--- src/hw/pwct_regs.svh ---
// Purpose: register offsets, field positions, reset values for the pwm channel timer
// Assumes: axi4-lite, 32-bit data, one aligned word per register
// Notes:   definitions only
`ifndef PWCT_REGS_SVH
`define PWCT_REGS_SVH

// ----------------------------------------------------------------
// register byte offsets
// ----------------------------------------------------------------
`define PWCT_OFF_CTRL     8'h00
`define PWCT_OFF_PERIOD   8'h04
`define PWCT_OFF_DUTY     8'h08
`define PWCT_OFF_COUNTER  8'h0c
`define PWCT_OFF_STATUS   8'h10

// ----------------------------------------------------------------
// control field positions
// ----------------------------------------------------------------
`define PWCT_CTRL_RUN     0
`define PWCT_CTRL_START   1
`define PWCT_CTRL_CENTER  2
`define PWCT_CTRL_CHOICE  3
`define PWCT_CTRL_W       4

// ----------------------------------------------------------------
// reset values
// ----------------------------------------------------------------
`define PWCT_RST_CTRL     4'h0
`define PWCT_RST_PERIOD   8'h00
`define PWCT_RST_DUTY     8'h00

// ----------------------------------------------------------------
// axi answers
// ----------------------------------------------------------------
`define PWCT_RESP_OKAY    2'h0
`define PWCT_RESP_SLVERR  2'h2

`endif

--- src/hw/pwct_pkg.sv ---
// Purpose: shared types of the pwm channel timer
// Assumes: nothing
// Notes:   constants live in pwct_regs.svh
`default_nettype none
package pwct_pkg;
   typedef logic [7:0] pwct_byte_t;
   typedef enum logic {
      PWCT_BUS_IDLE,
      PWCT_BUS_RESP
   } pwct_bus_t;
endpackage : pwct_pkg
`default_nettype wire

--- src/hw/pwct_core.sv ---
// Purpose: 8-bit left-aligned channel timer core, all state in the bus clock domain
// Assumes: tick_a / tick_b are one-cycle enables from the clock generator
// Notes:   center alignment not supported; the select bit only reads back
`default_nettype none
module pwct_core (
   input  wire logic              clk_sys,
   input  wire logic              rst,
   input  wire logic              tick_a,
   input  wire logic              tick_b,
   input  wire logic              group_b,
   input  wire logic              channel_run_bit,
   input  wire logic              start_high_select,
   input  wire logic              period_load,
   input  wire logic              duty_load,
   input  wire logic              counter_write,
   input  wire pwct_pkg::pwct_byte_t wr_value,
   output logic                   pwm_out,
   output pwct_pkg::pwct_byte_t   channel_counter,
   output pwct_pkg::pwct_byte_t   active_period,
   output pwct_pkg::pwct_byte_t   active_duty
);
   typedef struct packed {
      logic                 run_sync;
      logic                 out_ff;
      logic                 pin;
      pwct_pkg::pwct_byte_t cnt;
      pwct_pkg::pwct_byte_t per_buf;
      pwct_pkg::pwct_byte_t dty_buf;
      pwct_pkg::pwct_byte_t per_act;
      pwct_pkg::pwct_byte_t dty_act;
   } pwct_core_t;

   pwct_core_t st;
   pwct_core_t next_st;
   logic       tick;

   // ----------------------------------------------------------------
   // channel timer
   // ----------------------------------------------------------------
   always_comb begin
      tick = group_b ? tick_b : tick_a;
      next_st = st;
      // enable reaches the counter only at a selected-clock edge
      if (tick) begin
         next_st.run_sync = channel_run_bit;
      end
      if (period_load) begin
         next_st.per_buf = wr_value;
      end
      if (duty_load) begin
         next_st.dty_buf = wr_value;
      end
      if (!channel_run_bit) begin
         // disabled: latches follow the buffers directly
         if (period_load) begin
            next_st.per_act = wr_value;
         end else begin
            next_st.per_act = st.per_buf;
         end
         if (duty_load) begin
            next_st.dty_act = wr_value;
         end else begin
            next_st.dty_act = st.dty_buf;
         end
         if (tick && st.per_act == 8'h00) begin
            next_st.cnt = 8'h00;
         end
      end
      if (counter_write) begin
         next_st.cnt     = 8'h00;
         next_st.per_act = st.per_buf;
         next_st.dty_act = st.dty_buf;
         next_st.out_ff  = 1'b0;
      end else if (tick && st.run_sync && channel_run_bit) begin
         // up count only: left-aligned mode
         if (st.cnt == st.per_act - 8'h01 || st.per_act == 8'h00) begin
            next_st.cnt     = 8'h00;
            next_st.out_ff  = 1'b0;
            next_st.per_act = st.per_buf;
            next_st.dty_act = st.dty_buf;
         end else begin
            next_st.cnt = st.cnt + 8'h01;
            if (st.cnt + 8'h01 == st.dty_act) begin
               next_st.out_ff = ~st.out_ff;
            end
         end
      end
      // polarity picks q or q-bar of the output flip-flop
      next_st.pin = start_high_select ? ~next_st.out_ff : next_st.out_ff;
   end

   always_ff @(posedge clk_sys) begin
      if (rst) begin
         st <= '0;
      end else begin
         st <= next_st;
      end
   end

   always_comb begin
      pwm_out         = st.pin;
      channel_counter = st.cnt;
      active_period   = st.per_act;
      active_duty     = st.dty_act;
   end
endmodule : pwct_core
`default_nettype wire

--- src/hw/pwct_top.sv ---
// Purpose: pwm channel timer with an axi4-lite register slave
// Assumes: 40 MHz clk_sys, synchronous active-high rst, tick inputs one cycle wide
// Notes:   one write and one read answered at a time; answer one cycle after acceptance
//
// The register offsets and register access over AXI4-Lite were left to the implementer.
`include "pwct_regs.svh"
`default_nettype none
module pwct_top (
   input  wire logic        clk_sys,
   input  wire logic        rst,
   input  wire logic        tick_a,
   input  wire logic        tick_b,
   input  wire logic        group_b,
   input  wire logic [7:0]  s_axi_awaddr,
   input  wire logic        s_axi_awvalid,
   output logic             s_axi_awready,
   input  wire logic [31:0] s_axi_wdata,
   input  wire logic [3:0]  s_axi_wstrb,
   input  wire logic        s_axi_wvalid,
   output logic             s_axi_wready,
   output logic [1:0]       s_axi_bresp,
   output logic             s_axi_bvalid,
   input  wire logic        s_axi_bready,
   input  wire logic [7:0]  s_axi_araddr,
   input  wire logic        s_axi_arvalid,
   output logic             s_axi_arready,
   output logic [31:0]      s_axi_rdata,
   output logic [1:0]       s_axi_rresp,
   output logic             s_axi_rvalid,
   input  wire logic        s_axi_rready,
   output logic             pwm_out
);
   typedef struct packed {
      logic                       awr;
      logic                       wr;
      logic                       bvalid;
      logic [1:0]                 bresp;
      logic                       arr;
      logic                       rvalid;
      logic [1:0]                 rresp;
      logic [31:0]                rdata;
      logic [`PWCT_CTRL_W-1:0]    ctrl;
      logic                       per_ld;
      logic                       dty_ld;
      logic                       cnt_wr;
      logic [7:0]                 wval;
   } pwct_top_t;

   pwct_top_t            st;
   pwct_top_t            next_st;
   pwct_pkg::pwct_byte_t cnt_q;
   pwct_pkg::pwct_byte_t per_q;
   pwct_pkg::pwct_byte_t dty_q;

   // ----------------------------------------------------------------
   // address decode
   // ----------------------------------------------------------------
   function automatic logic known(input logic [7:0] a);
      known = (a == `PWCT_OFF_CTRL) || (a == `PWCT_OFF_PERIOD) || (a == `PWCT_OFF_DUTY)
           || (a == `PWCT_OFF_COUNTER) || (a == `PWCT_OFF_STATUS);
   endfunction : known

   // ----------------------------------------------------------------
   // bus slave
   // ----------------------------------------------------------------
   always_comb begin
      next_st = st;
      next_st.per_ld = 1'b0;
      next_st.dty_ld = 1'b0;
      next_st.cnt_wr = 1'b0;
      next_st.awr = !st.bvalid && s_axi_awvalid && s_axi_wvalid && !st.awr;
      next_st.wr  = next_st.awr;
      if (st.awr) begin
         next_st.bvalid = 1'b1;
         next_st.bresp  = known(s_axi_awaddr) ? `PWCT_RESP_OKAY : `PWCT_RESP_SLVERR;
         next_st.wval   = s_axi_wdata[7:0];
         if (s_axi_wstrb[0]) begin
            case (s_axi_awaddr)
               `PWCT_OFF_CTRL: begin
                  next_st.ctrl = s_axi_wdata[`PWCT_CTRL_W-1:0];
               end
               `PWCT_OFF_PERIOD: begin
                  next_st.per_ld = 1'b1;
               end
               `PWCT_OFF_DUTY: begin
                  next_st.dty_ld = 1'b1;
               end
               `PWCT_OFF_COUNTER: begin
                  // any value clears the count
                  next_st.cnt_wr = 1'b1;
               end
               default: begin
               end
            endcase
         end
      end
      if (st.bvalid && s_axi_bready) begin
         next_st.bvalid = 1'b0;
      end
      next_st.arr = !st.rvalid && s_axi_arvalid && !st.arr;
      if (st.arr) begin
         next_st.rvalid = 1'b1;
         next_st.rresp  = known(s_axi_araddr) ? `PWCT_RESP_OKAY : `PWCT_RESP_SLVERR;
         case (s_axi_araddr)
            `PWCT_OFF_CTRL:    next_st.rdata = {28'h0000000, st.ctrl};
            `PWCT_OFF_PERIOD:  next_st.rdata = {24'h000000, per_q};
            `PWCT_OFF_DUTY:    next_st.rdata = {24'h000000, dty_q};
            `PWCT_OFF_COUNTER: next_st.rdata = {24'h000000, cnt_q};
            `PWCT_OFF_STATUS:  next_st.rdata = {23'h000000, pwm_out, cnt_q};
            default:           next_st.rdata = 32'h00000000;
         endcase
      end
      if (st.rvalid && s_axi_rready) begin
         next_st.rvalid = 1'b0;
      end
   end

   always_ff @(posedge clk_sys) begin
      if (rst) begin
         st      <= '0;
         st.ctrl <= `PWCT_RST_CTRL;
      end else begin
         st <= next_st;
      end
   end

   always_comb begin
      s_axi_awready = st.awr;
      s_axi_wready  = st.wr;
      s_axi_bvalid  = st.bvalid;
      s_axi_bresp   = st.bresp;
      s_axi_arready = st.arr;
      s_axi_rvalid  = st.rvalid;
      s_axi_rresp   = st.rresp;
      s_axi_rdata   = st.rdata;
   end

   // ----------------------------------------------------------------
   // channel
   // ----------------------------------------------------------------
   pwct_core u_core (
      .clk_sys           (clk_sys),
      .rst               (rst),
      .tick_a            (tick_a),
      .tick_b            (tick_b),
      .group_b           (group_b),
      .channel_run_bit   (st.ctrl[`PWCT_CTRL_RUN]),
      .start_high_select (st.ctrl[`PWCT_CTRL_START]),
      .period_load       (st.per_ld),
      .duty_load         (st.dty_ld),
      .counter_write     (st.cnt_wr),
      .wr_value          (st.wval),
      .pwm_out           (pwm_out),
      .channel_counter   (cnt_q),
      .active_period     (per_q),
      .active_duty       (dty_q)
   );
endmodule : pwct_top
`default_nettype wire

--- config.mk ---
export PLATFORM = sky130hd
export DESIGN_NAME = pwct_top
export DESIGN_NICKNAME = d
export VERILOG_FILES = /design/src/hw/pwct_pkg.sv /design/src/hw/pwct_core.sv /design/src/hw/pwct_top.sv
export VERILOG_INCLUDE_DIRS = /design/src /design/src/hw
export SDC_FILE = /design/constraint.sdc
export NUM_CORES = 1
export LEC_CHECK = 0
export BUFFER_PORTS_ARGS = -buffer_cell sky130_fd_sc_hd__buf_2
export CAP_MARGIN = 10
export CORE_MARGIN = 3
export CORE_UTILIZATION = 28
export DETAILED_ROUTE_END_ITERATION = 12
export PLACE_DENSITY_LB_ADDON = 0.1
export SYNTH_ARGS = -nofsm -noshare
export SYNTH_HDL_FRONTEND = slang
export SYNTH_SLANG_ARGS = --single-unit
export TNS_END_PERCENT = 10
--- constraint.sdc ---
create_clock -name clk_sys -period 5.1 [get_ports clk_sys]
set_input_delay 1.02 -clock clk_sys [delete_from_list [all_inputs] [get_ports clk_sys]]
set_output_delay 1.02 -clock clk_sys [all_outputs]
set_load 0.05 [all_outputs]
## Word-level counts from Yosys, hierarchy flattened

Index checks and enable logic that the tools add are counted.

- Register bits after elaboration: 98
- Bits in latches: 0
- RAM bits: 0
- Bits in read-only memories: 0
- Bits of input ports: 62
- Logic and storage cells: 92
- Memories: 0

- Add/sub/neg operators: 2
- $mul: 0
- Divide/modulo/power cells: 0
- Magnitude comparators: 0
- Equality and inequality tests: 11
- Shift-type cells: 0
- Mux-type cells: 22
- Bitwise operators: 4
- Reduce and logical (&&, ||, !) cells: 33

Operators with widths:

| cell | number |
|---|---|
| $mux 16 | 4 |
| $mux 8 | 6 |
| $pmux 9 s5 | 1 |
| $eq 8x4->1 const B | 4 |
| $logic_not 8->1 | 3 |
| $eq 8x3->1 const B | 2 |
| $eq 8x5->1 const B | 2 |
| $eq 8x8->1 | 2 |
| $logic_and 1x1->1 | 10 |
| $logic_or 1x1->1 | 9 |
| $mux 1 | 9 |
| $add 8x1->8 const B | 1 |
| $sub 8x1->8 const B | 1 |
| $reduce_or 2->1 | 3 |
| $logic_not 1->1 | 4 |
| $mux 2 | 2 |
| $not 1->1 | 4 |
| $reduce_and 3->1 | 1 |
| $reduce_or 3->1 | 1 |
| $ne 2x1->1 const B | 1 |
| $reduce_and 2->1 | 1 |
| $reduce_bool 2->1 | 1 |

## Longest topological paths before layout

- Word-level depth: 8
- Gate-level depth with buffers: 12

## By module

From an unflattened synthesis, not the netlist that was laid out.

- Cell total of the unflattened synthesis: 479
- Area, all modules: 4225.3 µm²

By module, submodules not included:

| module | instances | cells each | area each (µm²) | seq. area each (µm²) |
|---|---|---|---|---|
| pwct_core | 1 | 302 | 2587.5 | 860.8 |
| pwct_top | 1 | 177 | 1637.8 | 600.6 |

## Worst setup path after synthesis

No wires, ideal clock.

- Kind: input to register
- Start point: input s_axi_awaddr[1]
- End point: register st[11] in the netlist's numbering
- Library setup time: 128 ps
- Arrival: 2407 ps
- Slack: 2565 ps
- Stages on the path: 6
- Buffers on the path: 0
- Cells stage by stage: or4b_1 nor3_1 nand3b_1 nor3_2 mux2i_1 nor2_1

- Cells in the longest elaborated chain, start to end: 2

RTL lines:

| element | line | RTL |
|---|---|---|
| start: declaration | pwct_top.sv:14 | `input wire logic [7:0] s_axi_awaddr,` |
| $logic_not 8->1 | pwct_top.sv:78 | `case (s_axi_awaddr)` |
| $reduce_and 3->1 (no source line) | -- |  |
| end signal: assignment | pwct_top.sv:123 | `st <= next_st;` |
| end: declaration | pwct_top.sv:49 | `pwct_top_t st;` |

Every way passes these cells.
A chain may end at the register's enable or synchronous reset.

## Final worst setup path

- Start point: register u_core.st (netlist bit u_core.active_period[0])
- End point: register u_core.st (netlist bit u_core.active_duty[4])

- Cells in the longest elaborated chain, start to end: 6

RTL lines:

| element | line | RTL |
|---|---|---|
| start: declaration | pwct_core.sv:33 | `pwct_core_t st;` |
| start signal: assignment | pwct_core.sv:96 | `st <= next_st;` |
| $sub 8x1->8 | pwct_core.sv:76 | `if (st.cnt == st.per_act - 8'h01 \|\| st.per_act == 8'h00) begin` |
| $eq 8x8->1 | pwct_core.sv:76 |  |
| $logic_or 1x1->1 (*) | pwct_core.sv:76 |  |
| $mux 16 (*) | pwct_core.sv:76 |  |
| $mux 16 (*) | pwct_core.sv:74 | `end else if (tick && st.run_sync && channel_run_bit) begin` |
| $mux 16 (*) | pwct_core.sv:69 | `if (counter_write) begin` |

Every way passes the cells marked *; elsewhere a longest branch is shown, timed or not.

==> results.py <==
metrics = {
    "layout": {
        "fin_nets": 565,
        "antenna_cells": 0,
        "fill_cells": 1463,
        "stdcell_area_mm2": 0.00440,
        "final_cells": 681,
        "postLayoutCoreUtil_pct": 32.5,
        "area_growth_pct": 11.3,
        "layout-drive-gt1-share_pct": 15.6,
    },
    "grt": {
        "gr-total-overflow": 0,
        "grt_max_degree": 53,
        "use_met1_pct": 18.9,
        "antenna_found_initial": 0,
        "grt_pass1_vias": 2974,
        "grt-busiest-layer": "met2",
        "grtUsageMet2_pct": 20.8,
        "grtUsageMet3_pct": 2.96,
        "grt_pass1_wl_um": 16800,
        "track_usage_pct": 13.4,
    },
    "worst_hold_path": {
        "holdCritPathClass": "reg -> reg",
        "holdPathEnd": "u_core.active_period[1]",
        "min_from": "u_core.st[25]",
        "min_path_cells": 2,
    },
    "logic_synthesis": {
        "synth-edff-count": 0,
        "syn_avg_cell_area_um2": 8.32,
        "synth.most_common_cell": "dfxtp_1",
        "synthFlopType": "dfxtp_1",
        "syn_inst": 476,
        "async_reset_ff_share_pct": 0,
        "synth.distinct_cells": 59,
        "ys_seq_area_share_pct": 36.9,
        "synthTopCellsByArea": "dfxtp_1, mux2i_1, buf_4",
        "yosysTopAreaCellShare_pct": 36.9,
        "synth_top_area_cell": "dfxtp_1",
        "ys_seq_elements": 73,
        "netlist_area_mm2": 0.00396,
        "yosysWarnings": 0,
        "synth.top_cells.by_count": "dfxtp_1, nand2_1, nor2_1",
    },
    "timing": {
        "period_minus_slack_ns": 2.72,
        "worstMarginPinSlew_ns": 0.932,
        "fin_ws_ns": 2.38,
        "timing.hold.ws_ns": 0.447,
        "skew_ns": 0.00575,
        "period_share_pct": 53.4,
        "setup-tns-final_ns": 0,
        "relSlewSlack_pct": 37.0,
        "fmax_mhz": 367,
        "finalHoldViolations": 0,
        "drv_slew": 0,
        "rsz0062_at_grt": "no",
        "setup_violations": 0,
    },
    "critical_path": {
        "crit_required_ns": 5.29,
        "crit_arrival_ns": 2.92,
        "rr_worst_depth": 9,
        "endpoint_kind": "flip-flop",
        "cp_max_fo": 16,
        "r2r_end": "u_core.active_duty[4]",
        "cp-start-kind": "flip-flop",
        "r2r_slack_ns": 2.38,
        "cp_num_buf_inv": 1,
        "cp_top_family": "simple AND/OR/NAND/NOR gates",
        "cp_cell_sequence": "inv_1 -> ha_1 -> nor2b_1 -> or3_1 -> a31o_1 -> o21a_1 -> or2_1 -> nand2_1 -> a21oi_1",
        "cp_slowest_cell": "dfxtp_1",
        "crit_type": "reg -> reg",
        "reg2reg_from": "u_core.active_period[0]",
        "critPathMaxStageDelay_ns": 0.51,
    },
    "detailed_routing": {
        "route.vias.total": 3229,
        "drc": 0,
        "drt_iter0_drc": 182,
        "viasPerCell": 4.74,
        "first_pass_iters": 5,
        "wl_per_cell_um": 15.3,
        "postRouteAntennaNets": 0,
        "wl_um": 10400,
    },
    "place": {
        "hpwl_um": 7330,
        "dp.cells": 665,
        "place.gp.congestion": 0.779,
        "placed_area_mm2": 0.00412,
        "pre_cts_ws_ns": 2.07,
        "numPortBuffers": 51,
    },
    "floorplan": {
        "ios": 104,
        "die_area_mm2": 0.0156,
        "die_y_um": 125,
        "dieWidth_um": 125,
        "start_util_pct": 29.2,
        "core-area_mm2": 0.0136,
        "fp-row-count": 42,
    },
    "clock_network": {
        "ctsHoldBuffers": 0,
        "post_cts_buffers": 0,
        "cts_resized": 0,
        "clkLatencyLatePin_ns": 0.33,
        "clock_path_buffers": 2,
        "cts_tree": "done",
        "clkTransAtPathRegs_ns": 0.06,
        "cts_buffers": 9,
        "htreeDepth": 3,
        "clock_tree.root_cell": "clkbuf_16",
        "cts_num_sinks": 73,
    },
    "power_and_ir_drop": {
        "seqPwrFrac_pct": 45.5,
        "power.density_mw_per_mm2": 290,
        "power_frac_comb_pct": 7.7,
        "p_leak_nw": 1.62,
        "p_int_uw": 941,
        "swShare_pct": 26.4,
        "clkPwrFrac_pct": 46.8,
        "power_switching_uw": 337,
        "total_power_mw": 1.28,
        "ir_drop_mv": 0.188,
    },
    "run_status": {
        "status": "completed",
    },
    "run": {
        "max-cap-violations": 0,
    },
}
[worst min-delay path, stage by stage, from the launching register on]
cell and delay, ns:
dfxtp_1 0.31, nand2_1 0.05, a21oi_1 0.05
[power by group through the flow]
stage	Clock, mW	Sequential (mW)	Combinational (mW)
final	0.598	0.581	0.0986
after global routing	0.642	0.582	0.105
after CTS	0.618	0.582	0.0994
after detailed placement	0	0.594	0.0993
after global placement	0	0.594	0.0987
after floorplan	0	0.598	0.0860
[registers in the layout, indices dropped and copies added, names as in the netlist]
name	flops
u_core.channel_counter	8
u_core.active_duty	8
s_axi_bresp	1
s_axi_wready	1
s_axi_rresp	1
u_core.active_period	8
s_axi_bvalid	1
st	15
u_core.st	18
s_axi_rvalid	1
u_core.pwm_out	1
s_axi_arready	1
s_axi_rdata	9
[worst max path at each step]
stage	start	end	slack, ns	depth (start not counted)
floorplan	s_axi_awaddr[1]	st[11]	2.57	6
finish	u_core.active_period[0]	u_core.active_duty[4]	2.38	9
global route	u_core.active_period[0]	u_core.active_period[2]	2.06	9
global placement	s_axi_araddr[1]	s_axi_rdata[5]	2.10	8
CTS	u_core.active_period[0]	u_core.active_period[2]	2.35	9
detailed placement	s_axi_araddr[1]	s_axi_rdata[5]	2.07	8
[metal layers]
layer	vias up	wire length (um)
met5	-	0
met4	0	99
met3	8	431
met2	53	4870
met1	1536	4990
li1	1632	-
[layout by cell type (no fill, tap or decap), types with 4 or more instances in the layout]
cell type | netlist | final
buf_2 | 6 | 51
inv_1 | 4 | 4
a31oi_1 | 4 | 4
dfxtp_1 | 73 | 73
xor2_1 | 8 | 8
buf_4 | 40 | 4
a222oi_1 | 4 | 4
nand3b_1 | 4 | 4
nor3_1 | 7 | 7
nand3_1 | 5 | 5
a211oi_1 | 7 | 7
conb_1 | 1 | 25
nand2_1 | 64 | 64
xnor2_1 | 8 | 8
nand2b_1 | 4 | 4
nor2_1 | 63 | 63
a21oi_1 | 27 | 27
clkbuf_16 | 0 | 9
mux2i_1 | 35 | 35
o21ai_0 | 24 | 24
nor2b_1 | 11 | 11
[cell type report]
| cell class | count | area, um2 | area share, % |
|---|---|---|---|
| sequential | 73 | 1460 | 33.2 |
| multi-input combinational | 356 | 2140 | 48.6 |
| clock inverter | 5 | 37.5 | 0.852 |
| timing repair buffer | 55 | 285 | 6.48 |
| clock buffer | 11 | 243 | 5.51 |
| inverter | 5 | 18.8 | 0.426 |
| tap | 176 | 220 | 5.00 |
[cell families (layout without fill, tap and decap cells)]
logic type                 count (synthesis)  count (layout)  share of synthesized area (%)
muxes                                     35              35                           8.85
buffers and inverters                     71              76                           11.3
xor gates and xnor gates                  16              16                           3.54
adders and majority gates                  3               3                          0.948
other                                      1              25                         0.0947
and+or+nand+nor                          185             185                           23.0
DFF                                       73              73                           36.9
AOI/OAI and AO/OA                         92              92                           15.3
Power figures use the tool's default switching activity.
